**config.mk**
```make
export PLATFORM = sky130hd
export DESIGN_NAME = rsp_ctrl
export DESIGN_NICKNAME = d
export VERILOG_FILES = /design/src/hw/rsp_pkg.sv /design/src/hw/rsp_ctrl.sv /design/src/hw/rsp_ramp_gen.sv
export SDC_FILE = /design/constraint.sdc
export NUM_CORES = 1
export LEC_CHECK = 0
export ABC_AREA = 1
export BUFFER_PORTS_ARGS = -buffer_cell sky130_fd_sc_hd__buf_4
export CORE_MARGIN = 3
export CORE_UTILIZATION = 50
export CTS_BUF_LIST = sky130_fd_sc_hd__clkbuf_8
export DETAILED_ROUTE_END_ITERATION = 16
export PLACE_DENSITY = 0.68
export REMOVE_ABC_BUFFERS = 1
export SLEW_MARGIN = 15
export SYNTH_ARGS = -nofsm -noshare
export SYNTH_HDL_FRONTEND = slang
export SYNTH_HIERARCHICAL = 1
export SYNTH_SLANG_ARGS = --single-unit
export TNS_END_PERCENT = 20
```
**constraint.sdc**
```tcl
create_clock -name ref_clk_i -period 8.3 [get_ports ref_clk_i]
set_input_delay 0.83 -clock ref_clk_i [delete_from_list [all_inputs] [get_ports ref_clk_i]]
set_output_delay 0.83 -clock ref_clk_i [all_outputs]
set_load 0.01 [all_outputs]
```
**src/hw/rsp_pkg.sv**
```systemverilog
// Package for the ramp phase and spread-spectrum control block
package rsp_pkg;
   // Register offsets (byte addresses on the control bus)
   localparam logic [7:0] ADDR_PHASE = 8'h6A;
   localparam logic [7:0] ADDR_SS0   = 8'h6B;
   localparam logic [7:0] ADDR_SS1   = 8'h6C;
   localparam logic [7:0] ADDR_SS2   = 8'h6D;
   localparam logic [7:0] ADDR_SS3   = 8'h6E;
   localparam logic [7:0] ADDR_SS4   = 8'h6F;
   // Reset values
   localparam logic [7:0] RST_PHASE  = 8'h00;
   localparam logic [7:0] RST_SS0    = 8'h00;
   localparam logic [7:0] RST_SS1    = 8'h00;
   localparam logic [7:0] RST_SS2    = 8'h50;
   localparam logic [7:0] RST_SS3    = 8'h11;
   localparam logic [7:0] RST_SS4    = 8'h24;
   // Field positions
   localparam int PH_SEL_LO   = 2;
   localparam int PH_SEL_HI   = 3;
   localparam int PH_AUDIO_B  = 1;
   localparam int PH_ALIGN_B  = 0;
   localparam int SS_HALF_B   = 5;
   localparam int SS_MAN_B    = 4;
   localparam int SS_RDM_B    = 1;
   localparam int SS_TRI_B    = 0;
   localparam int RDM_LO      = 4;
   localparam int RDM_HI      = 6;
   localparam int TRI_LO      = 0;
   localparam int TRI_HI      = 3;
   localparam int FALL_LO     = 4;
   localparam int FALL_HI     = 7;
   localparam int RISE_LO     = 0;
   localparam int RISE_HI     = 3;
   localparam int AMP_LO      = 5;
   localparam int AMP_HI      = 6;
   localparam int BND_LO      = 0;
   localparam int BND_HI      = 4;
   // Nominal ramp reference: frequency = REF_HZ / divisor
   localparam int unsigned RAMP_REF_HZ = 61440000;
   // Automatic-mode divisor, triangle and amplitude defaults
   localparam logic [7:0] AUTO_DIV   = 8'h50;
   localparam logic [3:0] AUTO_STEP  = 4'h1;
   localparam logic [4:0] AUTO_BND   = 5'h04;
   localparam logic [1:0] AUTO_AMP   = 2'h1;
   // Random generator seed (any nonzero value)
   localparam logic [15:0] LFSR_SEED = 16'hACE1;

   typedef enum logic [1:0] {
      RSP_FIXED,
      RSP_TRI,
      RSP_RDM,
      RSP_BOTH
   } rsp_mode_t;

   // Settings that steer the ramp generator
   typedef struct packed {
      logic [1:0] phase_sel;
      logic       audio_lock;
      logic       align_en;
      logic       half_src;
      logic       manual;
      logic       spread_random_on;
      logic       tri_on;
      logic [2:0] random_spread_range;
      logic [3:0] tri_ctrl;
      logic [7:0] ramp_freq_divisor;
      logic [3:0] triangle_fall_step;
      logic [3:0] triangle_rise_step;
      logic [1:0] ramp_amplitude_setting;
      logic [4:0] triangle_sweep_bound;
   } rsp_cfg_t;

   // Ramp output bundle
   typedef struct packed {
      logic       ramp_tick;
      logic [1:0] phase;
      logic [1:0] amplitude;
      logic [8:0] period;
      rsp_mode_t  mode;
   } rsp_ramp_t;
endpackage

```
**src/hw/rsp_ctrl.sv**
```systemverilog
// Ramp phase and spread-spectrum control registers and ramp
// How it works
// - Two-bit field picks one of four phases
// - Audio lock bit aligns PWM to frame
// - Align enable turns phase sync on, reset 0
// - Halving bit halves source clock in manual
// - Manual bit makes ramp fields take effect
// - Random enable adds spread within range field
// - Triangle enable adds sweep set by field
// - Manual ramp frequency is reference over divisor
// - Fall step shortens ramp period in triangle sweep
// - Rise step lengthens ramp period in triangle sweep
// - Amplitude field sets ramp amplitude in manual
// - Boundary field limits triangle sweep excursion
module rsp_ctrl
   import rsp_pkg::*;
(
   // Clock and reset
   input  wire logic          ref_clk_i,
   input  wire logic          rst_i,
   // Register port from the serial control bus
   input  wire logic          reg_wr_i,
   input  wire logic          reg_rd_i,
   input  wire logic [7:0]    reg_addr_i,
   input  wire logic [7:0]    reg_wdata_i,
   output logic [7:0]         reg_rdata_o,
   output logic               reg_ack_o,
   // Amplifier state and sync sources
   input  wire logic          play_i,
   input  wire logic          frame_sync_i,
   input  wire logic          phase_sync_i,
   // Ramp
   output rsp_pkg::rsp_ramp_t ramp_o,
   output logic [1:0]         active_phase_o
);
   import rsp_pkg::*;

   typedef struct packed {
      logic [7:0] r_phase;
      logic [7:0] r_ss0;
      logic [7:0] r_ss1;
      logic [7:0] r_ss2;
      logic [7:0] r_ss3;
      logic [7:0] r_ss4;
      logic [7:0] rdata;
      logic       ack;
      logic [1:0] act_phase;
   } rsp_regs_t;

   rsp_regs_t q, next_q;
   rsp_cfg_t  cfg;
   logic      sync_ev;

   always_comb begin
      next_q = q;
      next_q.ack = reg_wr_i || reg_rd_i;
      if (reg_wr_i) begin
         if (reg_addr_i == ADDR_PHASE) begin
            next_q.r_phase = reg_wdata_i;
         end else if (reg_addr_i == ADDR_SS0) begin
            next_q.r_ss0 = reg_wdata_i;
         end else if (reg_addr_i == ADDR_SS1) begin
            next_q.r_ss1 = reg_wdata_i;
         end else if (reg_addr_i == ADDR_SS2) begin
            next_q.r_ss2 = reg_wdata_i;
         end else if (reg_addr_i == ADDR_SS3) begin
            next_q.r_ss3 = reg_wdata_i;
         end else if (reg_addr_i == ADDR_SS4) begin
            next_q.r_ss4 = reg_wdata_i;
         end
      end
      if (reg_rd_i) begin
         if (reg_addr_i == ADDR_PHASE) begin
            next_q.rdata = q.r_phase;
         end else if (reg_addr_i == ADDR_SS0) begin
            next_q.rdata = q.r_ss0;
         end else if (reg_addr_i == ADDR_SS1) begin
            next_q.rdata = q.r_ss1;
         end else if (reg_addr_i == ADDR_SS2) begin
            next_q.rdata = q.r_ss2;
         end else if (reg_addr_i == ADDR_SS3) begin
            next_q.rdata = q.r_ss3;
         end else if (reg_addr_i == ADDR_SS4) begin
            next_q.rdata = q.r_ss4;
         end else begin
            next_q.rdata = 8'h00;
         end
      end
      // Phase is captured outside play; changes during play are held off
      if (!play_i) begin
         next_q.act_phase = q.r_phase[PH_SEL_HI:PH_SEL_LO];
      end
   end

   always_ff @(posedge ref_clk_i) begin
      if (rst_i) begin
         q <= '{r_phase: RST_PHASE, r_ss0: RST_SS0, r_ss1: RST_SS1,
                r_ss2: RST_SS2, r_ss3: RST_SS3, r_ss4: RST_SS4,
                rdata: 8'h00, ack: 1'b0, act_phase: 2'h0};
      end else begin
         q <= next_q;
      end
   end

   always_comb begin
      cfg.phase_sel        = q.act_phase;
      cfg.audio_lock       = q.r_phase[PH_AUDIO_B];
      cfg.align_en         = q.r_phase[PH_ALIGN_B];
      cfg.half_src         = q.r_ss0[SS_HALF_B];
      cfg.manual           = q.r_ss0[SS_MAN_B];
      cfg.spread_random_on = q.r_ss0[SS_RDM_B];
      cfg.tri_on           = q.r_ss0[SS_TRI_B];
      cfg.random_spread_range = q.r_ss1[RDM_HI:RDM_LO];
      cfg.tri_ctrl         = q.r_ss1[TRI_HI:TRI_LO];
      cfg.ramp_freq_divisor = q.r_ss2;
      cfg.triangle_fall_step = q.r_ss3[FALL_HI:FALL_LO];
      cfg.triangle_rise_step = q.r_ss3[RISE_HI:RISE_LO];
      cfg.ramp_amplitude_setting = q.r_ss4[AMP_HI:AMP_LO];
      cfg.triangle_sweep_bound = q.r_ss4[BND_HI:BND_LO];
   end

   // Either enabled source realigns the ramp
   assign sync_ev = (cfg.audio_lock && frame_sync_i)
                    || (cfg.align_en && phase_sync_i);

   rsp_ramp_gen u_gen (
      .ref_clk_i (ref_clk_i),
      .rst_i     (rst_i),
      .cfg_i     (cfg),
      .run_i     (play_i),
      .sync_i    (sync_ev),
      .ramp_o    (ramp_o)
   );

   assign reg_rdata_o    = q.rdata;
   assign reg_ack_o      = q.ack;
   assign active_phase_o = q.act_phase;
endmodule

```
**src/hw/rsp_ramp_gen.sv**
```systemverilog
// Ramp period generator with triangle and random spreading
module rsp_ramp_gen
   import rsp_pkg::*;
(
   // Clock and reset
   input  wire logic          ref_clk_i,
   input  wire logic          rst_i,
   // Settings and sync events
   input  rsp_pkg::rsp_cfg_t  cfg_i,
   input  wire logic          run_i,
   input  wire logic          sync_i,
   // Ramp
   output rsp_pkg::rsp_ramp_t ramp_o
);
   import rsp_pkg::*;

   typedef struct packed {
      logic [8:0]  cnt;
      logic [8:0]  period;
      logic signed [6:0] offs;
      logic        down;
      logic [15:0] lfsr;
      logic        src_half;
      logic        tick;
      logic [1:0]  tri_div;
   } rsp_gen_t;

   rsp_gen_t q, next_q;
   logic [7:0] div;
   logic [3:0] up_step, dn_step;
   logic [4:0] bnd;
   logic signed [9:0] bnd_s;
   logic [8:0] phase_off;
   logic [8:0] rdm;
   logic       src_en;
   logic signed [9:0] tri_sum;
   rsp_mode_t mode;

   always_comb begin
      // Automatic mode uses a fixed divisor, fixed steps and a fixed bound; those fields act only in manual
      div     = cfg_i.manual ? cfg_i.ramp_freq_divisor : AUTO_DIV;
      up_step = cfg_i.manual ? cfg_i.triangle_rise_step : AUTO_STEP;
      dn_step = cfg_i.manual ? cfg_i.triangle_fall_step : AUTO_STEP;
      bnd     = cfg_i.manual ? cfg_i.triangle_sweep_bound : AUTO_BND;
      // Divide-by-zero guard: divisor 0 acts as 1
      if (div == 8'h00) begin
         div = 8'h01;
      end
      // Signed copy keeps the sweep compare from wrapping below zero
      bnd_s = 10'(signed'({1'b0, bnd}));
      mode = rsp_mode_t'({cfg_i.spread_random_on, cfg_i.tri_on});
      // Quarter-period offsets give four staggered phases
      phase_off = 9'(({1'b0, div} >> 2) * cfg_i.phase_sel);
      rdm = 9'(q.lfsr[8:0] & ((9'h001 << cfg_i.random_spread_range)
                              - 9'h001));
      // Halved source advances every other cycle in manual mode
      src_en = !(cfg_i.manual && cfg_i.half_src) || q.src_half;
      tri_sum = 10'(signed'(q.offs)) + (q.down ? -10'(signed'({1'b0, dn_step}))
                : 10'(signed'({1'b0, up_step})));
      next_q = q;
      next_q.tick = 1'b0;
      next_q.src_half = !q.src_half;
      next_q.lfsr = {q.lfsr[14:0],
                     q.lfsr[15] ^ q.lfsr[13] ^ q.lfsr[12] ^ q.lfsr[10]};
      if (!run_i) begin
         next_q.cnt = phase_off;
         next_q.offs = '0;
         next_q.period = {1'b0, div};
      end else if (sync_i) begin
         next_q.cnt = phase_off;
      end else if (src_en) begin
         if (q.cnt + 9'h001 >= q.period) begin
            next_q.cnt = '0;
            next_q.tick = 1'b1;
            next_q.tri_div = q.tri_div + 2'h1;
            // Triangle steps once every four ramp periods, whatever the frequency/range field
            if (mode[0] && q.tri_div == 2'h0) begin
               if (tri_sum >= bnd_s) begin
                  next_q.down = 1'b1;
                  next_q.offs = 7'(bnd);
               end else if (tri_sum <= -bnd_s) begin
                  next_q.down = 1'b0;
                  next_q.offs = -7'(bnd);
               end else begin
                  next_q.offs = 7'(tri_sum);
               end
            end else if (!mode[0]) begin
               next_q.offs = '0;
            end
            next_q.period = 9'(10'({1'b0, div}) + 10'(signed'(next_q.offs))
                            + 10'(mode[1] ? rdm : 9'h000)
                            + 10'(mode[0] ? cfg_i.tri_ctrl : 4'h0));
            if (next_q.period == 9'h000) begin
               next_q.period = 9'h001;
            end
         end else begin
            next_q.cnt = q.cnt + 9'h001;
         end
      end
   end

   always_ff @(posedge ref_clk_i) begin
      if (rst_i) begin
         q <= '{cnt: '0, period: {1'b0, RST_SS2}, offs: '0, down: 1'b0,
                lfsr: LFSR_SEED, src_half: 1'b0, tick: 1'b0,
                tri_div: '0};
      end else begin
         q <= next_q;
      end
   end

   assign ramp_o = '{ramp_tick: q.tick, phase: cfg_i.phase_sel,
                     amplitude: cfg_i.manual ? cfg_i.ramp_amplitude_setting
                                : AUTO_AMP,
                     period: q.period, mode: mode};
endmodule

```
# Word level (Yosys, flattened, before mapping)
# Cells that the tools add are included.
word_totals:
  regBits: 105
  in_bits: 23
  out_inout_bits: 27
classes:
  add_sub_neg: 10
  multipliers: 1
  magnitude_cmp: 3
  n_eq_ne: 10
  n_shift: 1
  muxes: 33
  n_bitwise: 12
  n_reduce_logical: 25
ops:
  columns: ["operator", "count"]
  rows:
  - ["$mux W8", 9]
  - ["$mux W7", 7]
  - ["$eq A8 B7 Y1 const B", 6]
  - ["$mux W9", 4]
  - ["$mux W17", 2]
  - ["$mux W26", 1]
  - ["$mux W25", 1]
  - ["$add A9 B9 Y9", 2]
  - ["$mux W4", 3]
  - ["$reduce_and A6 Y1", 2]
  - ["$add A7 B10 Y10", 1]
  - ["$ge A10 B6 Y1", 1]
  - ["$le A10 B10 Y1", 1]
  - ["$mux W10", 1]
  - ["$neg A4 Y10", 1]
  - ["$neg A5 Y10", 1]
  - ["$add A9 B1 Y9 const B", 1]
  - ["$add A9 B7 Y9", 1]
  - ["$and A9 B9 Y9", 1]
  - ["$ge A9 B9 Y1", 1]
  - ["$logic_not A9 Y1", 1]
  - ["$reduce_and A3 Y1", 3]
  - ["$shl A1 B3 Y9 const A", 1]
  - ["$sub A9 B1 Y9 const B", 1]
  - ["other kinds (24)", 42]

# Longest topological paths before layout
logic_depth:
  word_depth: 21
  mapped_depth: 53
  ltp_nobuf: 51

# Hierarchy
# The synthesis kept the hierarchy.
modules_own_cells:
  columns: ["module", "n_inst", "cells_per_inst", "area_each_um2", "seq_area_each_um2"]
  rows:
  - ["rsp_ramp_gen", 1, 635, 4484.3, 920.9]
  - ["rsp_ctrl", 1, 382, 2802.7, 1181.1]

# Least setup slack after synthesis
# OpenSTA, ideal clock, no wires.
synth_path:
  path_kind: "reg-to-reg"
  start: "register q, in the netlist cfg[32]"
  end: "register u_gen.q, in the netlist u_gen/ramp_o[2]"
  setup_time_ps: 112
  t_arrival_ps: 6660
  required_time_ps: 8188
  slack_ps: 1528
  stages_incl_launch_ff: 51
  n_path_buf: 2
  synth_period_minus_slack_ps: 6772
  path_cell_list: "dfxtp_1 -> buf_6 -> inv_4 -> nor2_1 -> inv_1 -> nor3_1 -> ha_1 -> a22o_1 -> ha_1 -> nand2_1 -> inv_1 -> nand4_1 -> nand3_1 -> nand2_1 -> a21oi_1 -> a21boi_0 -> xor2_1 -> inv_1 -> [... 15 more ...] -> inv_1 -> fa_1 -> inv_1 -> ha_1 -> nand3_1 -> nand2_1 -> a21oi_1 -> o21ai_0 -> a21oi_1 -> o21bai_1 -> xor2_1 -> inv_1 -> nand2_1 -> nand2_1 -> nand2_1 -> nand2_1 -> nand2_1 -> nand2_1"
synth_between:
  elab_chain_cells: 21
synth_lines:
  columns: ["element", "line_no", "text"]
  rows:
  - ["start, declared", "rsp_ctrl.sv:50", "rsp_regs_t q, next_q;"]
  - ["start signal, assigned", "rsp_ctrl.sv:97", "q <= '{r_phase: RST_PHASE, r_ss0: RST_SS0, r_ss1: RST_SS1,"]
  - ["start signal, assigned", "rsp_ctrl.sv:101", "q <= next_q;"]
  - ["$mux W4", "rsp_ramp_gen.sv:43", "dn_step = cfg_i.manual ? cfg_i.triangle_fall_step : AUTO_STEP;"]
  - ["$neg A4 Y10", "rsp_ramp_gen.sv:58", "tri_sum = 10'(signed'(q.offs)) + (q.down ? -10'(signed'({1'b0, dn_step}))"]
  - ["$mux W10", "rsp_ramp_gen.sv:58", null]
  - ["$add A7 B10 Y10", "rsp_ramp_gen.sv:58", null]
  - ["$le A10 B10 Y1", "rsp_ramp_gen.sv:81", "end else if (tri_sum <= -bnd_s) begin"]
  - ["$mux W7", "rsp_ramp_gen.sv:81", null]
  - ["$mux W8", "rsp_ramp_gen.sv:78", "if (tri_sum >= bnd_s) begin"]
  - ["$mux W7", "rsp_ramp_gen.sv:77", "if (mode[0] && q.tri_div == 2'h0) begin"]
  - ["[... 5 more ...]", null, null]
  - ["$add A9 B9 Y9", "rsp_ramp_gen.sv:91", "+ 10'(mode[1] ? rdm : 9'h000)"]
  - ["$add A9 B9 Y9", "rsp_ramp_gen.sv:92", "+ 10'(mode[0] ? cfg_i.tri_ctrl : 4'h0));"]
  - ["$logic_not A9 Y1", "rsp_ramp_gen.sv:93", "if (next_q.period == 9'h000) begin"]
  - ["$mux W9", "rsp_ramp_gen.sv:93", null]
  - ["$mux W17", "rsp_ramp_gen.sv:72", "if (q.cnt + 9'h001 >= q.period) begin"]
  - ["$mux W26", "rsp_ramp_gen.sv:71", "end else if (src_en) begin"]
  - ["$mux W17", "rsp_ramp_gen.sv:69", "end else if (sync_i) begin"]
  - ["$mux W25", "rsp_ramp_gen.sv:65", "if (!run_i) begin"]
  - ["end signal, assigned", "rsp_ramp_gen.sv:104", "q <= '{cnt: '0, period: {1'b0, RST_SS2}, offs: '0, down: 1'b0,"]
  - ["end signal, assigned", "rsp_ramp_gen.sv:108", "q <= next_q;"]
  - ["end, declared", "rsp_ramp_gen.sv:28", "rsp_gen_t q, next_q;"]
# Several ways; a longest one is shown, not always the timed one. The select of a mux whose other input is x is not followed.
# A chain may end at the register's enable or synchronous reset.

# Final worst setup path
# Ends and elaborated chain as after synthesis.

==> results.py <==
metrics = {
    "sta": {
        "layout_setup_ws_ns": 0.963,
        "relSlewSlack_pct": 42.3,
        "finalClockSkew_ns": 0.0229,
        "tns_ns": 0,
        "hold_violations": 0,
        "setup_viol": 0,
        "rsz0062_at_grt": "no",
        "max_freq_ghz": 0.136,
        "hold_ws_ns": 0.416,
        "slew_viol_final": 0,
        "finalCriticalPeriod_ns": 7.34,
        "worst_pin_slew_ns": 0.865,
        "period_share_pct": 88.4,
    },
    "clock_tree": {
        "cts_buffer_depth": 2,
        "clk_pin_slew_ns": 0.11,
        "numCtsBuffers": 9,
        "clock_latency_ns": 0.39,
        "cts_tree": "done",
        "cts.sink_count": 105,
        "post_cts_buffers": 0,
        "cts_root_buffer": "clkbuf_8",
        "htree_levels": 3,
        "cts_hold_buf": 0,
        "ctsResizeCount": 0,
    },
    "logic_synthesis": {
        "synthFlopType": "dfxtp_1",
        "syn_area_per_cell_sq_um": 7.17,
        "syn_area_sq_mm": 0.00729,
        "async_reset_ff_share_pct": 0,
        "ys_seq_area_share_pct": 28.8,
        "synth_most_common_cell": "inv_1",
        "ys_types": 53,
        "synth-seq-cells": 105,
        "netlist_instances": 1017,
        "synthTopCellsByArea": "dfxtp_1, ha_1, inv_1",
        "synth_top_area_cell": "dfxtp_1",
        "ys_top_cells_by_count": "inv_1, nand2_1, dfxtp_1",
        "ys_warn_count": 6,
        "synth_edf_count": 0,
        "synth_top_area_share_pct": 28.8,
    },
    "place": {
        "io_buffers": 49,
        "dp.cells": 1200,
        "pre_cts_slack_ns": 0.992,
        "detailed_place_hpwl_um": 13900,
        "gp_congestion": 0.903,
        "dpl_cell_area_sq_mm": 0.00758,
    },
    "setup_path": {
        "slowest_stage": "fa_1",
        "crit_type": "register to register",
        "r2r-end": "u_gen/ramp_o[2]",
        "cp_max_fo": 11,
        "required_ns": 8.60,
        "rrSetupSlack_ns": 0.96,
        "arrival_ns": 7.64,
        "worstSetupEndpointType": "register",
        "critPathMaxStageDelay_ns": 0.53,
        "critPathLaunchType": "register",
        "crit_top_cell": "nand2_1",
        "r2r_cells": 48,
        "r2r-start": "cfg[32]",
    },
    "global_route": {
        "met3_usage_pct": 3.79,
        "grt_use_met2_pct": 37.2,
        "top_usage_layer": "met2",
        "use_met1_pct": 32.7,
        "grt_pass1_vias": 6082,
        "grt_pass1_wl_um": 30600,
        "grt_antenna_before_repair": 0,
        "grt-ovfl-total": 0,
        "grt_max_degree": 60,
        "grt_usage_pct": 23.5,
    },
    "drt": {
        "totalWireLength_um": 18300,
        "first_pass_iters": 5,
        "drc": 0,
        "dr.first_iter.drc_count": 428,
        "vias": 6434,
        "drtAntennaViolNets": 0,
        "wire_per_inst_um": 15.0,
        "vias_per_cell": 5.29,
    },
    "die": {
        "die_y_um": 127,
        "fp.coreArea_sq_mm": 0.0140,
        "die_w_um": 127,
        "io_pins": 50,
        "num_rows": 43,
        "start_util_pct": 51.9,
        "fp.dieArea_sq_mm": 0.0161,
    },
    "cells_and_area": {
        "post-route-util_pct": 55.5,
        "area_growth_pct": 7.02,
        "drive_gt1_share_pct": 12.3,
        "regArea_sq_mm": 0.00210,
        "fillerInstances": 1391,
        "final_cell_count_no_fill": 1216,
        "stdcell_area_sq_mm": 0.00780,
        "diodes": 0,
        "nets": 1121,
        "multi_input_area_sq_mm": 0.00423,
    },
    "hold_path": {
        "hold_depth": 2,
        "hold_class": "register to register",
        "min_to": "u_gen/next_q[17]",
        "hp-start": "u_gen/next_q[16]",
    },
    "outcome": {
        "status": "finished clean",
    },
    "pwr": {
        "p_per_area_mw_per_mm2": 123,
        "p_total_uw": 960,
        "leakage_nw": 3.76,
        "vdd_drop_max_mv": 0.0903,
    },
    "flow_run": {
        "drv_cap": 0,
    },
}
## state kept, by name, summed over array words and instances (netlist names)
signal          flops
reg_ack_o           1
cfg                36
u_gen/ramp_o       10
u_gen/next_q       15
active_phase_o      2
q                  12
reg_rdata_o         8
u_gen/q            21
## worst max path at each step
stage                        from               to  slack (ns)  cells past startpoint
after floorplan           cfg[32]  u_gen/ramp_o[2]        1.28                     48
after global placement    cfg[32]  u_gen/ramp_o[2]        1.15                     48
after detailed placement  cfg[32]  u_gen/ramp_o[2]        0.99                     48
after CTS                 cfg[32]  u_gen/ramp_o[2]        0.97                     48
after global routing      cfg[32]  u_gen/ramp_o[2]        0.21                     46
final                     cfg[32]  u_gen/ramp_o[2]        0.96                     48
## final cells by class
class | instances | area share (%)
sequential | 105 | 27.0
clock inverter | 7 | 1.19
timing repair buffer | 50 | 4.81
multi-input combinational | 694 | 54.2
tap | 180 | 2.89
clock buffer | 9 | 1.59
inverter | 171 | 8.34
## cell families after synthesis
family	Yosys count	synth area share [%]
compound gates	194	15.0
fa+ha+maj	67	12.9
flops	105	28.8
other cells	1	0.0515
buf+inv	218	13.1
simple gates	404	26.6
xor+xnor	28	3.37
## routing by layer
| metal | routed length (um) | up-vias |
|---|---|---|
| li1 | - | 3309 |
| met1 | 8580 | 2903 |
| met2 | 8160 | 195 |
| met3 | 1100 | 27 |
| met4 | 423 | 0 |
| met5 | 0 | - |
## cells in the final DEF, fill, tap and decap left out, types with 5 or more instances in the layout
master | synthesis | layout
o21ai_1 | 16 | 16
clkbuf_8 | 0 | 9
xnor2_1 | 10 | 10
dfxtp_1 | 105 | 105
nand2_1 | 156 | 156
o211ai_1 | 5 | 5
nand4_1 | 12 | 12
o21bai_1 | 5 | 5
nor2_1 | 94 | 94
nand3_1 | 74 | 74
nor3_1 | 18 | 18
a31oi_1 | 7 | 7
buf_4 | 25 | 50
o21ai_0 | 48 | 48
nand2_4 | 7 | 7
inv_2 | 5 | 5
nand3_2 | 5 | 5
nor2_4 | 12 | 12
a21oi_1 | 81 | 81
a21o_1 | 5 | 5
inv_1 | 161 | 161
xor2_1 | 18 | 18
or2_2 | 8 | 8
fa_1 | 14 | 14
nand2_2 | 10 | 10
ha_1 | 53 | 53
o22ai_1 | 6 | 6
## power by group
group / internal [mW] / switching, mW / total (mW) / leakage [nW]
logic: 0.0308 / 0.0575 / 0.0883 / 2.80
clock network: 0.148 / 0.203 / 0.351 / 0.109
registers: 0.514 / 0.00626 / 0.521 / 0.854
total: 0.693 / 0.266 / 0.960 / 3.76
## critical path: cells and delay by family, from the launching register on
family	cells	cell delay [ns]
fa+ha+maj	6	2.25
buf+inv	9	0.55
flops	1	0.38
simple gates	21	2.08
compound gates	10	1.53
xor+xnor	2	0.44
Power figures use the tool's default switching activity.
